File: src/hw/vic_pkg.sv
// Constants shared by the interrupt controller files
package vic_pkg;
    localparam int          ADDR_W      = 12;
    localparam int          DATA_W      = 32;
    localparam int          NSRC        = 32;
    localparam int          PRIO_W      = 4;
    localparam int          IDX_W       = 5;
    localparam int          EV_W        = 3;
    // Register offsets (byte addresses)
    localparam logic [11:0] OFF_IRQ_ST  = 12'h000;
    localparam logic [11:0] OFF_FAST_ST = 12'h004;
    localparam logic [11:0] OFF_RAW     = 12'h008;
    localparam logic [11:0] OFF_CLASS   = 12'h00c;
    localparam logic [11:0] OFF_EN      = 12'h010;
    localparam logic [11:0] OFF_VECT    = 12'h014;
    localparam logic [11:0] OFF_DEF     = 12'h018;
    localparam logic [11:0] OFF_EV_ST   = 12'h01c;
    localparam logic [11:0] OFF_EV_MASK = 12'h020;
    localparam logic [11:0] OFF_RISE0   = 12'h024;
    localparam logic [11:0] OFF_FALL0   = 12'h028;
    localparam logic [11:0] OFF_RISE2   = 12'h02c;
    localparam logic [11:0] OFF_FALL2   = 12'h030;
    localparam logic [11:0] OFF_GST0    = 12'h034;
    localparam logic [11:0] OFF_GST2    = 12'h038;
    localparam logic [11:0] OFF_PRIO    = 12'h100;
    localparam logic [11:0] OFF_VADDR   = 12'h200;
    // Event status bit positions
    localparam int          EV_FAST     = 0;
    localparam int          EV_NORM     = 1;
    localparam int          EV_GPIO     = 2;
    // Reset values and bus response codes
    localparam logic [31:0] RST_ZERO    = 32'h0000_0000;
    localparam logic [3:0]  RST_PRIO    = 4'hf;
    localparam logic [1:0]  RESP_OKAY   = 2'h0;
    localparam logic [1:0]  RESP_SLVERR = 2'h2;
    // Bus channel states, Gray coded along idle, take, answer
    typedef enum logic [1:0] {
        ST_IDLE = 2'h0,
        ST_TAKE = 2'h1,
        ST_RESP = 2'h3
    } bus_st_t;
endpackage : vic_pkg

File: src/hw/edge_if.sv
// Carrier between the controller and one port edge detector
`timescale 1ns/1ps
interface edge_if #(parameter int W = 32);
    logic [W-1:0] pins;
    logic [W-1:0] rise_en;
    logic [W-1:0] fall_en;
    logic [W-1:0] clr;
    logic [W-1:0] status;
    modport ctrl (output pins, rise_en, fall_en, clr, input status);
    modport det  (input pins, rise_en, fall_en, clr, output status);
endinterface : edge_if

File: src/hw/port_edge_detect.sv
// Per-pin rising/falling edge capture with sticky status
`timescale 1ns/1ps
module port_edge_detect
    import vic_pkg::*;
#(
    parameter int W = 32
) (
    input  wire logic i_clk_sys,
    input  wire logic i_resetn,
    input  wire logic i_ce,
    edge_if.det       e
);
    logic [W-1:0] prev_q;
    logic         armed_q;
    logic [W-1:0] stat_q;
    logic [W-1:0] hit;

    // Edge seen only once a previous sample exists, avoiding a false hit
    assign hit = armed_q ? ((e.pins & ~prev_q & e.rise_en) |
                            (~e.pins & prev_q & e.fall_en)) : '0;

    // Sample history
    always_ff @(posedge i_clk_sys) begin
        if (!i_resetn) begin
            prev_q  <= '0;
            armed_q <= 1'b0;
        end else if (i_ce) begin
            prev_q  <= e.pins;
            armed_q <= 1'b1;
        end
    end

    // Sticky status: a new edge wins over a clear in the same cycle
    always_ff @(posedge i_clk_sys) begin
        if (!i_resetn) begin
            stat_q <= '0;
        end else if (i_ce) begin
            stat_q <= (stat_q & ~e.clr) | hit;
        end
    end

    assign e.status = stat_q;
endmodule : port_edge_detect

File: src/hw/prio_select.sv
// Picks the most urgent pending normal source, lowest channel on a tie
`timescale 1ns/1ps
module prio_select
    import vic_pkg::*;
#(
    parameter int N = NSRC
) (
    input  wire logic [N-1:0]             i_pend,
    input  wire logic [N-1:0][PRIO_W-1:0] i_prio,
    output logic                          o_valid,
    output logic [IDX_W-1:0]              o_idx
);
    logic [PRIO_W-1:0] best;

    // Strict compare while scanning upward keeps the lower channel
    always_comb begin
        o_valid = 1'b0;
        o_idx   = '0;
        best    = '1;
        for (int i = 0; i < N; i++) begin
            if (i_pend[i] && (!o_valid || i_prio[i] < best)) begin
                o_valid = 1'b1;
                o_idx   = IDX_W'(i);
                best    = i_prio[i];
            end
        end
    end
endmodule : prio_select

File: src/hw/vectored_irq_controller.sv
// Vectored interrupt controller with AXI4-Lite register access
//
// Added by the designer: the register offsets and register access over AXI4-Lite.
`timescale 1ns/1ps
module vectored_irq_controller
    import vic_pkg::*;
#(
    parameter int N_SRC   = NSRC,
    parameter int EXT3_CH = 17
) (
    input  wire logic              i_clk_sys,
    input  wire logic              i_resetn,
    input  wire logic              i_ce,
    input  wire logic [N_SRC-1:0]  i_irq_src,
    input  wire logic [31:0]       i_gpio_port_zero,
    input  wire logic [31:0]       i_gpio_port_two,
    output logic                   o_fast_irq_line,
    output logic                   o_normal_irq,
    output logic                   o_irq,
    input  wire logic [ADDR_W-1:0] i_awaddr,
    input  wire logic              i_awvalid,
    output logic                   o_awready,
    input  wire logic [31:0]       i_wdata,
    input  wire logic [3:0]        i_wstrb,
    input  wire logic              i_wvalid,
    output logic                   o_wready,
    output logic [1:0]             o_bresp,
    output logic                   o_bvalid,
    input  wire logic              i_bready,
    input  wire logic [ADDR_W-1:0] i_araddr,
    input  wire logic              i_arvalid,
    output logic                   o_arready,
    output logic [31:0]            o_rdata,
    output logic [1:0]             o_rresp,
    output logic                   o_rvalid,
    input  wire logic              i_rready
);
    // Parameter check
    if (N_SRC < 1 || N_SRC > NSRC || EXT3_CH >= N_SRC) begin : g_chk
        $error("vectored_irq_controller: bad N_SRC or EXT3_CH");
    end

    // Configuration
    logic [N_SRC-1:0]             class_q;
    logic [N_SRC-1:0]             en_q;
    logic [N_SRC-1:0][PRIO_W-1:0] prio_q;
    logic [31:0]                  vaddr_q [N_SRC];
    logic [31:0]                  def_q;
    logic [EV_W-1:0]              ev_mask_q;
    logic [31:0]                  rise0_q, fall0_q, rise2_q, fall2_q;
    // Status
    logic [N_SRC-1:0]             fast_st_q;
    logic [N_SRC-1:0]             irq_st_q;
    logic [31:0]                  vect_q;
    logic [EV_W-1:0]              ev_st_q;
    logic                         gpio_any_q;
    // Bus
    bus_st_t                      wr_st_q, rd_st_q;
    logic                         wr_fire, rd_fire;
    logic [31:0]                  rd_word;
    logic                         rd_ok;
    // Datapath
    logic [N_SRC-1:0]             src_m, fast_act, norm_act;
    logic                         sel_valid;
    logic [IDX_W-1:0]             sel_idx;
    logic                         gpio_any;
    logic [EV_W-1:0]              ev, ev_next;

    edge_if #(.W(32)) p0 ();
    edge_if #(.W(32)) p2 ();

    // True if addr falls in the first N_SRC words of the 32-word table at base
    function automatic logic in_tab(input logic [ADDR_W-1:0] a,
                                    input logic [11:0] base);
        in_tab = (a[11:7] == base[11:7]) && (32'(a[6:2]) < N_SRC);
    endfunction : in_tab

    // Byte-lane merge of a write
    function automatic logic [31:0] merge(input logic [31:0] old,
                                          input logic [31:0] nw,
                                          input logic [3:0] strb);
        for (int b = 0; b < 4; b++) begin
            merge[8*b +: 8] = strb[b] ? nw[8*b +: 8] : old[8*b +: 8];
        end
    endfunction : merge

    // Writable or readable word at this offset
    function automatic logic mapped(input logic [ADDR_W-1:0] a);
        mapped = (a[11:2] <= OFF_GST2[11:2]) || in_tab(a, OFF_PRIO) ||
                 in_tab(a, OFF_VADDR);
    endfunction : mapped

    // Port pins feed both edge detectors
    assign p0.pins    = i_gpio_port_zero;
    assign p0.rise_en = rise0_q;
    assign p0.fall_en = fall0_q;
    assign p0.clr     = (wr_fire && i_awaddr == OFF_GST0) ? i_wdata : '0;
    assign p2.pins    = i_gpio_port_two;
    assign p2.rise_en = rise2_q;
    assign p2.fall_en = fall2_q;
    assign p2.clr     = (wr_fire && i_awaddr == OFF_GST2) ? i_wdata : '0;

    port_edge_detect #(.W(32)) u_edge0 (
        .i_clk_sys (i_clk_sys),
        .i_resetn  (i_resetn),
        .i_ce      (i_ce),
        .e         (p0)
    );
    port_edge_detect #(.W(32)) u_edge2 (
        .i_clk_sys (i_clk_sys),
        .i_resetn  (i_resetn),
        .i_ce      (i_ce),
        .e         (p2)
    );

    // Port edge status is ORed onto the EXT3_CH line together with that channel's own request
    assign gpio_any = |p0.status || |p2.status;
    always_comb begin
        src_m          = i_irq_src;
        src_m[EXT3_CH] = i_irq_src[EXT3_CH] | gpio_any;
    end

    // Classification splits enabled requests into two classes
    assign fast_act = src_m & en_q & class_q;
    assign norm_act = src_m & en_q & ~class_q;

    prio_select #(.N(N_SRC)) u_sel (
        .i_pend  (norm_act),
        .i_prio  (prio_q),
        .o_valid (sel_valid),
        .o_idx   (sel_idx)
    );

    // Core lines and status words, registered so outputs are glitch free
    always_ff @(posedge i_clk_sys) begin
        if (!i_resetn) begin
            o_fast_irq_line <= 1'b0;
            o_normal_irq    <= 1'b0;
            fast_st_q       <= '0;
            irq_st_q        <= '0;
            vect_q          <= RST_ZERO;
        end else if (i_ce) begin
            o_fast_irq_line <= |fast_act;
            o_normal_irq    <= |norm_act;
            fast_st_q       <= fast_act;
            irq_st_q        <= norm_act;
            vect_q <= sel_valid ? vaddr_q[sel_idx] : def_q;
        end
    end

    // Block events: fast or normal line rising, port edge status going from none to some
    always_comb begin
        ev          = '0;
        ev[EV_FAST] = |fast_act && !o_fast_irq_line;
        ev[EV_NORM] = |norm_act && !o_normal_irq;
        ev[EV_GPIO] = gpio_any && !gpio_any_q;
        ev_next     = ev_st_q | ev;
        if (rd_fire && i_araddr == OFF_EV_ST) begin
            ev_next = ev; // Read clears, but a fresh event survives
        end
    end

    always_ff @(posedge i_clk_sys) begin
        if (!i_resetn) begin
            ev_st_q    <= '0;
            gpio_any_q <= 1'b0;
            o_irq      <= 1'b0;
        end else if (i_ce) begin
            ev_st_q    <= ev_next;
            gpio_any_q <= gpio_any;
            o_irq      <= |(ev_next & ev_mask_q);
        end
    end

    // Write channel: address and data are taken together
    assign wr_fire = (wr_st_q == ST_TAKE);
    always_ff @(posedge i_clk_sys) begin
        if (!i_resetn) begin
            wr_st_q   <= ST_IDLE;
            o_awready <= 1'b0;
            o_wready  <= 1'b0;
            o_bvalid  <= 1'b0;
            o_bresp   <= RESP_OKAY;
        end else if (i_ce) begin
            case (wr_st_q)
                ST_IDLE: begin
                    if (i_awvalid && i_wvalid) begin
                        o_awready <= 1'b1;
                        o_wready  <= 1'b1;
                        wr_st_q   <= ST_TAKE;
                    end
                end
                ST_TAKE: begin
                    o_awready <= 1'b0;
                    o_wready  <= 1'b0;
                    o_bvalid  <= 1'b1;
                    o_bresp   <= mapped(i_awaddr) ? RESP_OKAY : RESP_SLVERR;
                    wr_st_q   <= ST_RESP;
                end
                ST_RESP: begin
                    if (i_bready) begin
                        o_bvalid <= 1'b0;
                        wr_st_q  <= ST_IDLE;
                    end
                end
                default: wr_st_q <= ST_IDLE;
            endcase
        end
    end

    // Configuration writes take effect on the next cycle
    always_ff @(posedge i_clk_sys) begin
        if (!i_resetn) begin
            class_q   <= '0;
            en_q      <= '0;
            def_q     <= RST_ZERO;
            ev_mask_q <= '0;
            rise0_q   <= RST_ZERO;
            fall0_q   <= RST_ZERO;
            rise2_q   <= RST_ZERO;
            fall2_q   <= RST_ZERO;
            for (int i = 0; i < N_SRC; i++) begin
                prio_q[i] <= RST_PRIO;
            end
        end else if (i_ce && wr_fire) begin
            case (i_awaddr)
                OFF_CLASS: class_q <= N_SRC'(merge(32'(class_q), i_wdata,
                                                   i_wstrb));
                OFF_EN:    en_q <= N_SRC'(merge(32'(en_q), i_wdata, i_wstrb));
                OFF_DEF:   def_q   <= merge(def_q, i_wdata, i_wstrb);
                OFF_EV_MASK: begin
                    if (i_wstrb[0]) begin
                        ev_mask_q <= i_wdata[EV_W-1:0];
                    end
                end
                OFF_RISE0: rise0_q <= merge(rise0_q, i_wdata, i_wstrb);
                OFF_FALL0: fall0_q <= merge(fall0_q, i_wdata, i_wstrb);
                OFF_RISE2: rise2_q <= merge(rise2_q, i_wdata, i_wstrb);
                OFF_FALL2: fall2_q <= merge(fall2_q, i_wdata, i_wstrb);
                default: begin
                    if (in_tab(i_awaddr, OFF_PRIO) && i_wstrb[0]) begin
                        prio_q[i_awaddr[6:2]] <= i_wdata[PRIO_W-1:0];
                    end
                end
            endcase
        end
    end

    // Handler address table, kept apart since it has no reset
    always_ff @(posedge i_clk_sys) begin
        if (i_ce && wr_fire && in_tab(i_awaddr, OFF_VADDR)) begin
            vaddr_q[i_awaddr[6:2]] <= merge(vaddr_q[i_awaddr[6:2]],
                                            i_wdata, i_wstrb);
        end
    end

    // Read data selection
    always_comb begin
        rd_word = RST_ZERO;
        rd_ok   = 1'b1;
        case (i_araddr)
            OFF_IRQ_ST:  rd_word = 32'(irq_st_q);
            OFF_FAST_ST: rd_word = 32'(fast_st_q);
            OFF_RAW:     rd_word = 32'(src_m);
            OFF_CLASS:   rd_word = 32'(class_q);
            OFF_EN:      rd_word = 32'(en_q);
            OFF_VECT:    rd_word = vect_q;
            OFF_DEF:     rd_word = def_q;
            OFF_EV_ST:   rd_word = 32'(ev_st_q);
            OFF_EV_MASK: rd_word = 32'(ev_mask_q);
            OFF_RISE0:   rd_word = rise0_q;
            OFF_FALL0:   rd_word = fall0_q;
            OFF_RISE2:   rd_word = rise2_q;
            OFF_FALL2:   rd_word = fall2_q;
            OFF_GST0:    rd_word = p0.status;
            OFF_GST2:    rd_word = p2.status;
            default: begin
                if (in_tab(i_araddr, OFF_PRIO)) begin
                    rd_word = 32'(prio_q[i_araddr[6:2]]);
                end else if (in_tab(i_araddr, OFF_VADDR)) begin
                    rd_word = vaddr_q[i_araddr[6:2]];
                end else begin
                    rd_ok = 1'b0;
                end
            end
        endcase
    end

    // Read channel
    assign rd_fire = (rd_st_q == ST_TAKE);
    always_ff @(posedge i_clk_sys) begin
        if (!i_resetn) begin
            rd_st_q   <= ST_IDLE;
            o_arready <= 1'b0;
            o_rvalid  <= 1'b0;
            o_rdata   <= RST_ZERO;
            o_rresp   <= RESP_OKAY;
        end else if (i_ce) begin
            case (rd_st_q)
                ST_IDLE: begin
                    if (i_arvalid) begin
                        o_arready <= 1'b1;
                        rd_st_q   <= ST_TAKE;
                    end
                end
                ST_TAKE: begin
                    o_arready <= 1'b0;
                    o_rvalid  <= 1'b1;
                    o_rdata   <= rd_word;
                    o_rresp   <= rd_ok ? RESP_OKAY : RESP_SLVERR;
                    rd_st_q   <= ST_RESP;
                end
                ST_RESP: begin
                    if (i_rready) begin
                        o_rvalid <= 1'b0;
                        rd_st_q  <= ST_IDLE;
                    end
                end
                default: rd_st_q <= ST_IDLE;
            endcase
        end
    end

    logic tie_ok;
    always_comb begin
        tie_ok = 1'b1;
        for (int j = 0; j < N_SRC; j++) begin
            if (norm_act[j] && (prio_q[j] < prio_q[sel_idx] ||
                (prio_q[j] == prio_q[sel_idx] && IDX_W'(j) < sel_idx))) begin
                tie_ok = 1'b0;
            end
        end
    end
endmodule : vectored_irq_controller

File: config.mk
export PLATFORM = sky130hd
export DESIGN_NAME = vectored_irq_controller
export DESIGN_NICKNAME = d
export VERILOG_FILES = /design/src/hw/vic_pkg.sv /design/src/hw/edge_if.sv /design/src/hw/port_edge_detect.sv /design/src/hw/prio_select.sv /design/src/hw/vectored_irq_controller.sv
export SDC_FILE = /design/constraint.sdc
export NUM_CORES = 2
export LEC_CHECK = 0
export BUFFER_PORTS_ARGS = -buffer_cell sky130_fd_sc_hd__clkbuf_2
export CORE_UTILIZATION = 50
export CTS_CLUSTER_DIAMETER = 80
export DETAILED_ROUTE_END_ITERATION = 10
export HOLD_SLACK_MARGIN = 0.12
export PLACE_DENSITY = 0.67
export SETUP_SLACK_MARGIN = 0.15
export SLEW_MARGIN = 30
export SYNTH_ARGS = -nofsm -noshare
export SYNTH_HDL_FRONTEND = slang
export SYNTH_SLANG_ARGS = --single-unit
File: constraint.sdc
create_clock -name i_clk_sys -period 140 [get_ports i_clk_sys]
set_clock_uncertainty 0.15 [all_clocks]
set_input_delay 14 -clock i_clk_sys [delete_from_list [all_inputs] [get_ports i_clk_sys]]
set_output_delay 14 -clock i_clk_sys [all_outputs]
set_load 0.02 [all_outputs]
# Word level (Yosys, flattened, before mapping)
# Memories as Yosys holds them, arrays and structs flattened.
# Cells that the tools add are included.
# word_totals
output_inout_bits,44
rom_bits,0
mem_count,1
register_bits,631
ram_bits,1024
in_bits,164
latch_bits,0
elab_cells,486
# op_classes
shift,0
eq_ne,40
div,0
n_lt_le_gt_ge,35
add_sub_neg,0
mul,0
n_mux,133
n_bitwise,28
reduce_logical,166
# mem_list
memory,words,word_bits,rd,rd_clocked_by_memory_dff,wr,line_no,text
vaddr_q,32,32,2,0,1,vectored_irq_controller.sv:47,logic [31:0] vaddr_q [N_SRC];
# ops
cell,count
case mux 32 bit (15 select lines),1
bitwise AND 32 bit,13
2-to-1 mux 32 bit,7
inverter 32 bit,7
"equality test 12 x 6 -> 1 bit, second input constant",14
2-to-1 mux 4 bit,41
bitwise mux 128 bit,1
OR 32 bit,4
OR reduction 32 bit,4
< comparator 4 bit,31
AND reduction 3 bit,36
2-to-1 mux 5 bit,16
"equality test 12 x 5 -> 1 bit, second input constant",6
logical AND 1 bit,42
2-to-1 mux 1 bit,42
"equality test 12 x 4 -> 1 bit, second input constant",3
zero test 1 bit,34
logical OR 1 bit,34
2-to-1 mux 8 bit,4
binary-select mux 4 bit (select 5 bit),1
demux 4 bit (select 5 bit),1
2-to-1 mux 2 bit,8
2-to-1 mux 3 bit,5
OR reduction 15 bit,1
22 further kinds,46

# Longest topological paths before layout
# An unclocked memory read counts as a cell.
# logic_depth
word_depth,132
ltp_mapped,265
ltp_nobuf,255

# By module
# A second synthesis with hierarchy kept.
# unflattened
hier_cells,6680
hier_area_um2,83861.7
# modules_own_cells
mod,area_each_um2,seq_area_each_um2,cells_per_inst,n_inst
vectored_irq_controller,70446.3,40759.1,4902,1
prio_select,7562.3,0.0,1160,1
port_edge_detect,2926.6,1301.2,309,2

# Worst setup path after synthesis
# OpenSTA, ideal clock, no wires.
# synth_path
path_kind,input -> register
from,in i_irq_src[0]
to,reg vect_q[29]
setup_time_ns,0.087
setup_slack_ns,82.067
arrival_time_ns,57.696
n_path_buf,10
required_ns,139.763
cell_stages,247
cell_sequence,nand3b_1 -> nor2_1 -> ha_1 -> and3b_1 -> or3_1 -> a21o_1 -> nand2_1 -> nand2_1 -> o21ai_0 -> inv_1 -> ha_1 -> a21boi_1 -> o31ai_1 -> a21oi_1 -> o211a_1 -> nor2_1 -> o21ai_0 -> inv_1 -> [... 211 more ...] -> a21oi_1 -> ha_1 -> a21o_1 -> a21o_1 -> a21oi_1 -> a21oi_1 -> nor3_1 -> o21ai_0 -> o21a_4 -> buf_8 -> nand2_4 -> buf_8 -> buf_2 -> buf_2 -> nand2_1 -> a31oi_1 -> nor3_1 -> o31ai_1
# synth_via
elab_chain_len,129
elab_cells_between_ends,222
classes_between,order compare (31); mux (95); bitwise (2); reduce/logical (93); memory (1)
# synth_rtl
item,line_no,text
"start, declared",vectored_irq_controller.sv:14,"input wire logic [N_SRC-1:0] i_irq_src,"
bitwise AND 32 bit (*) (2 in series),vectored_irq_controller.sv:125,assign norm_act = src_m & en_q & ~class_q;
2-to-1 mux 4 bit or 2-to-1 mux 1 bit (tied branches),prio_select.sv:21,if (i_pend[i] && (!o_valid || i_prio[i] < best)) begin
< comparator 4 bit or zero test 1 bit (tied branches),prio_select.sv:21,
logical OR 1 bit,prio_select.sv:21,
logical AND 1 bit,prio_select.sv:21,
2-to-1 mux 4 bit or 2-to-1 mux 1 bit (tied branches),prio_select.sv:21,
< comparator 4 bit or zero test 1 bit (tied branches),prio_select.sv:21,
logical OR 1 bit,prio_select.sv:21,
[... 112 more ...],n/a,
logical AND 1 bit,prio_select.sv:21,
2-to-1 mux 4 bit or 2-to-1 mux 1 bit (tied branches),prio_select.sv:21,
< comparator 4 bit or zero test 1 bit (tied branches),prio_select.sv:21,
logical OR 1 bit,prio_select.sv:21,
logical AND 1 bit,prio_select.sv:21,
2-to-1 mux 5 bit,prio_select.sv:21,
memory (32 x 32 bit),n/a,
2-to-1 mux 32 bit (*),vectored_irq_controller.sv:147,vect_q <= sel_valid ? vaddr_q[sel_idx] : def_q;
"end signal, assigned",vectored_irq_controller.sv:147,
"end, declared",vectored_irq_controller.sv:54,logic [31:0] vect_q;
# Every way passes the cells marked *; elsewhere a longest branch is shown, timed or not.
# A chain may end at the register's enable or synchronous reset.

# Final worst setup path
# layout_path
from,in i_irq_src[0]
to,reg vect_q[0]
# Same word-level chain as after synthesis.

==> metrics.md <==
| Metric | Value |
|---|---|
| Slowest cell on crit path | a2111oi_1 |
| Number of max-cap violations | 0 |
| Routability congestion estimate | 0.976 |
| Number of core rows | 151 |
| Crit Reg-Reg Startpoint | en_q[0] |
| DRC viols | 0 |
| R2R depth | about 240 |
| Nets | 7,592 |
| Synthesis Warnings | 0 |
| Clk sinks | between 1,500 and 2,000 |
| Most used routing layer | met2 |
| Required time worst endpoint | approximately 140 ns |
| Die Wd | 416 microns |
| Largest net degree at the start of global routing | 202 |
| Area growth from synthesis to layout | 9.79% |
| Fraction of registers with async set/reset | 0% |
| Vias in the first global route | 64,100 |
| Multiplexer area fraction after synthesis | roughly 16% |
| Largest register FFs | just over 1,000 |
| Status | complete, no violations |
| Hold path endpoint | u_edge0.armed_q |
| Pwr/cell area | ~11 nW/um^2 |
| Clk_lat worst skew | roughly 0.86 ns |
| Unique masters post-synth | ~130 |
| Final hold violations | 0 |
| Synth Area per Inst | approximately 11 sq um |
| Synth top area cells | edfxtp_1 (36%), dfxtp_1 (15%), mux4_2 (9.5%) |
| Hold crit path type | flop to flop |
| Clock Tree Buf Depth | 3 |
| H-tree levels | 4 |
| Starting DRT DRC Count | 10,600 |
| Crit path launch type | primary input |
| Worst R2R End | vect_q[0] |
| Minimum clock period | about 70 ns |
| Post-synth EDFFs | just over 1,000 |
| GR Layer Usage met3 | between 10% and 20% |
| Setup Buffers After CTS | 0 |
| Placed cell count | 9,426 |
| Largest family of logic cells by synthesized area | multiplexers |
| First-pass GRT wire length | between 400,000 and 500,000 microns |
| Clk slew on worst S/H paths | about 0.06 ns |
| Post-Synth Adder-Cell Area | less than 1% |
| Worst setup EP type | flop |
| Hold path start | u_edge0.armed_q |
| LEAKAGE | 0.0323 uW |
| Aggregate global routing overflow | 0 |
| TritonCTS buffer count | around 180 |
| Drt total wl | approximately 320,000 microns |
| Hold Buf Count CTS | 0 |
| CP max FO | approximately 120 |
| Die Y-Extent | 416 microns |
| Top Ports | approximately 210 |
| Via density | slightly below 7 |
| CTS tree | done |
| Hold path depth | 1 |
| Clk root buf | clkbuf_16 |
| Slew Limit Fails | 0 |
| Post-synthesis xor/xnor area fraction | less than 1% |
| Core area | ~170,000 sq um |
| Number of setup violations in the final report | 0 |
| Reg2reg setup slack | 84.53 ns |
| Final Util | approximately 55% |
| DIE AREA | between 150,000 and 200,000 sq um |
| Post-synth top area share | between 30% and 40% |
| Crit path kind | primary input to flop |
| Total Negative Setup Slacks | 0 ns |
| HPWL after DPL | between 200,000 and 250,000 microns |
| Pre-Repair DR Iteration Count | 8 |
| Synth Area in Compound Gates | around 14% |
| Fmax | about 15 MHz |
| Slew margin rel. | approximately a quarter |
| Starting Density | 50.5% |
| Overall global routing resource usage | between 30 and 40% |
| Initial antenna violation count | 26 |
| Cts repair resizes | 0 |
| Synth area leader | edfxtp_1 |
| Via count | 68,100 |
| Cells after Synth | between 7,000 and 8,000 |
| GRT met2 Usage | 53.5% |
| Worst Tran Pin Value | 1.10 ns |
| Most used flip-flop cell after synthesis | edfxtp_1 |
| Routed len/inst | approximately 33 microns |
| Seq/Total Area, Yosys | between 50 and 60% |
| Share of cells above drive strength 1 | 15.9% |
| PortBufs | around 200 |
| Cell mode on critical path | ha_1 |
| RSZ-0062 raised after global routing | no |
| Mapped cell area | 85,600 sq um |
| Final cycle utilization of the critical path | between 40% and 50% |
| Arr. time, crit path | 68.95 ns |
| Yosys reg bits | approximately 1,700 |
| Synth Area in Simple Gates | between 10 and 15% |
| Worst vdd ir | around 9.5 uV |
| Max incr delay on CP | between 0.7 and 0.8 ns |
| Final Instance Count excl. Fillers | ~9,800 |
| Met1 GRT Util | 47.4% |
| DRT antenna net count | 0 |
==> cell families (layout without fill, tap and decap cells) <==
logic type               Yosys count  in the layout
XOR/XNOR                          14             14
other                              1             14
adder cells (fa/ha/maj)           54             54
AND/OR/NAND/NOR                 2427           2427
multiplexers                     921            921
flip-flops                      1653           1653
AO/OA/AOI/OAI                   1710           1710
buffers and inverters            681            764
==> routing by layer <==
layer,up-vias,wire (microns)
met5,-,172
met4,24,16800
met3,843,41700
met2,4852,140000
met1,33700,120000
li1,28700,-
==> worst max-delay path by stage <==
| stage | start | endpoint | cells after the start |
|---|---|---|---|
| 6_report | i_irq_src[0] | vect_q[0] | 243 |
| 5_1_grt | i_irq_src[0] | vect_q[0] | 245 |
| 4_1_cts | i_irq_src[0] | vect_q[0] | 242 |
| 3_5_place_dp | i_irq_src[0] | vect_q[0] | 241 |
| 3_3_place_gp | i_irq_src[0] | vect_q[0] | 240 |
| 2_1_floorplan | i_irq_src[0] | vect_q[29] | 247 |
==> cells in the mapped netlist (all sizes together) (26+ instances only) <==
library cell	number
nor2	361
nand4	64
buf	198
and2	52
mux4	360
a221oi	49
mux2	64
nand2b	30
a31oi	58
nor2b	343
o211ai	67
clkbuf	359
nand3b	84
nand2	767
a211oi	198
inv	112
dfxtp	629
a21oi	173
nor3	55
a21boi	83
o21ai	472
or2	33
ha	35
a211o	31
mux2i	497
a2111oi	47
and3	221
nor4	32
a22oi	179
edfxtp	1024
o2111ai	26
nand3	312
a222oi	58
==> critical path: cells and delay by family <==
| kind | cells | cell delay, ns |
|---|---|---|
| AO/OA/AOI/OAI | 109 | 24.80 |
| adder cells (fa/ha/maj) | 31 | 8.68 |
| AND/OR/NAND/NOR | 61 | 12.22 |
| buffers and inverters | 22 | 3.34 |
| multiplexers | 20 | 5.65 |
==> through the flow <==
step | hold WS (ns) | instance area [sq um] | total power [uW] | setup WS (ns)
4_1_cts | 0.306 | 93800 | 1060 | 72.81
3_5_place_dp | 0.292 | 87700 | 583 | 72.10
5_1_grt | 0.318 | 94000 | 1090 | 67.48
2_1_floorplan | 0.270 | 85600 | 559 | 82.07
6_report | 0.306 | 94000 | 1070 | 71.69
3_3_place_gp | 0.286 | 87600 | 582 | 72.49
==> cell type report <==
type	instances	area, sq um
multi-input cells	5128	39300
fillers	14200	75700
clock inverters	101	1220
diodes	12	30.0
well taps	2218	2780
clock buffers	232	4850
inverters	112	420
flip-flops and latches	1653	43300
repair buffers	319	2090
==> placed cells by master (no fill, tap or decap), types with 220 or more instances in the layout <==
cell / count
mux2i_1: 494
mux4_2: 360
nand3_1: 310
nor2_1: 285
dfxtp_1: 629
nand2_1: 756
edfxtp_1: 1024
o21ai_0: 416
nor2b_1: 342
and3_1: 220
==> power breakdown <==
group / switching [uW] / internal [uW]
Sequential: 1.86 / 518
Clock: 210 / 280
Combinational: 35.7 / 18.6
Total: 248 / 817
Power figures use the tool's default switching activity.
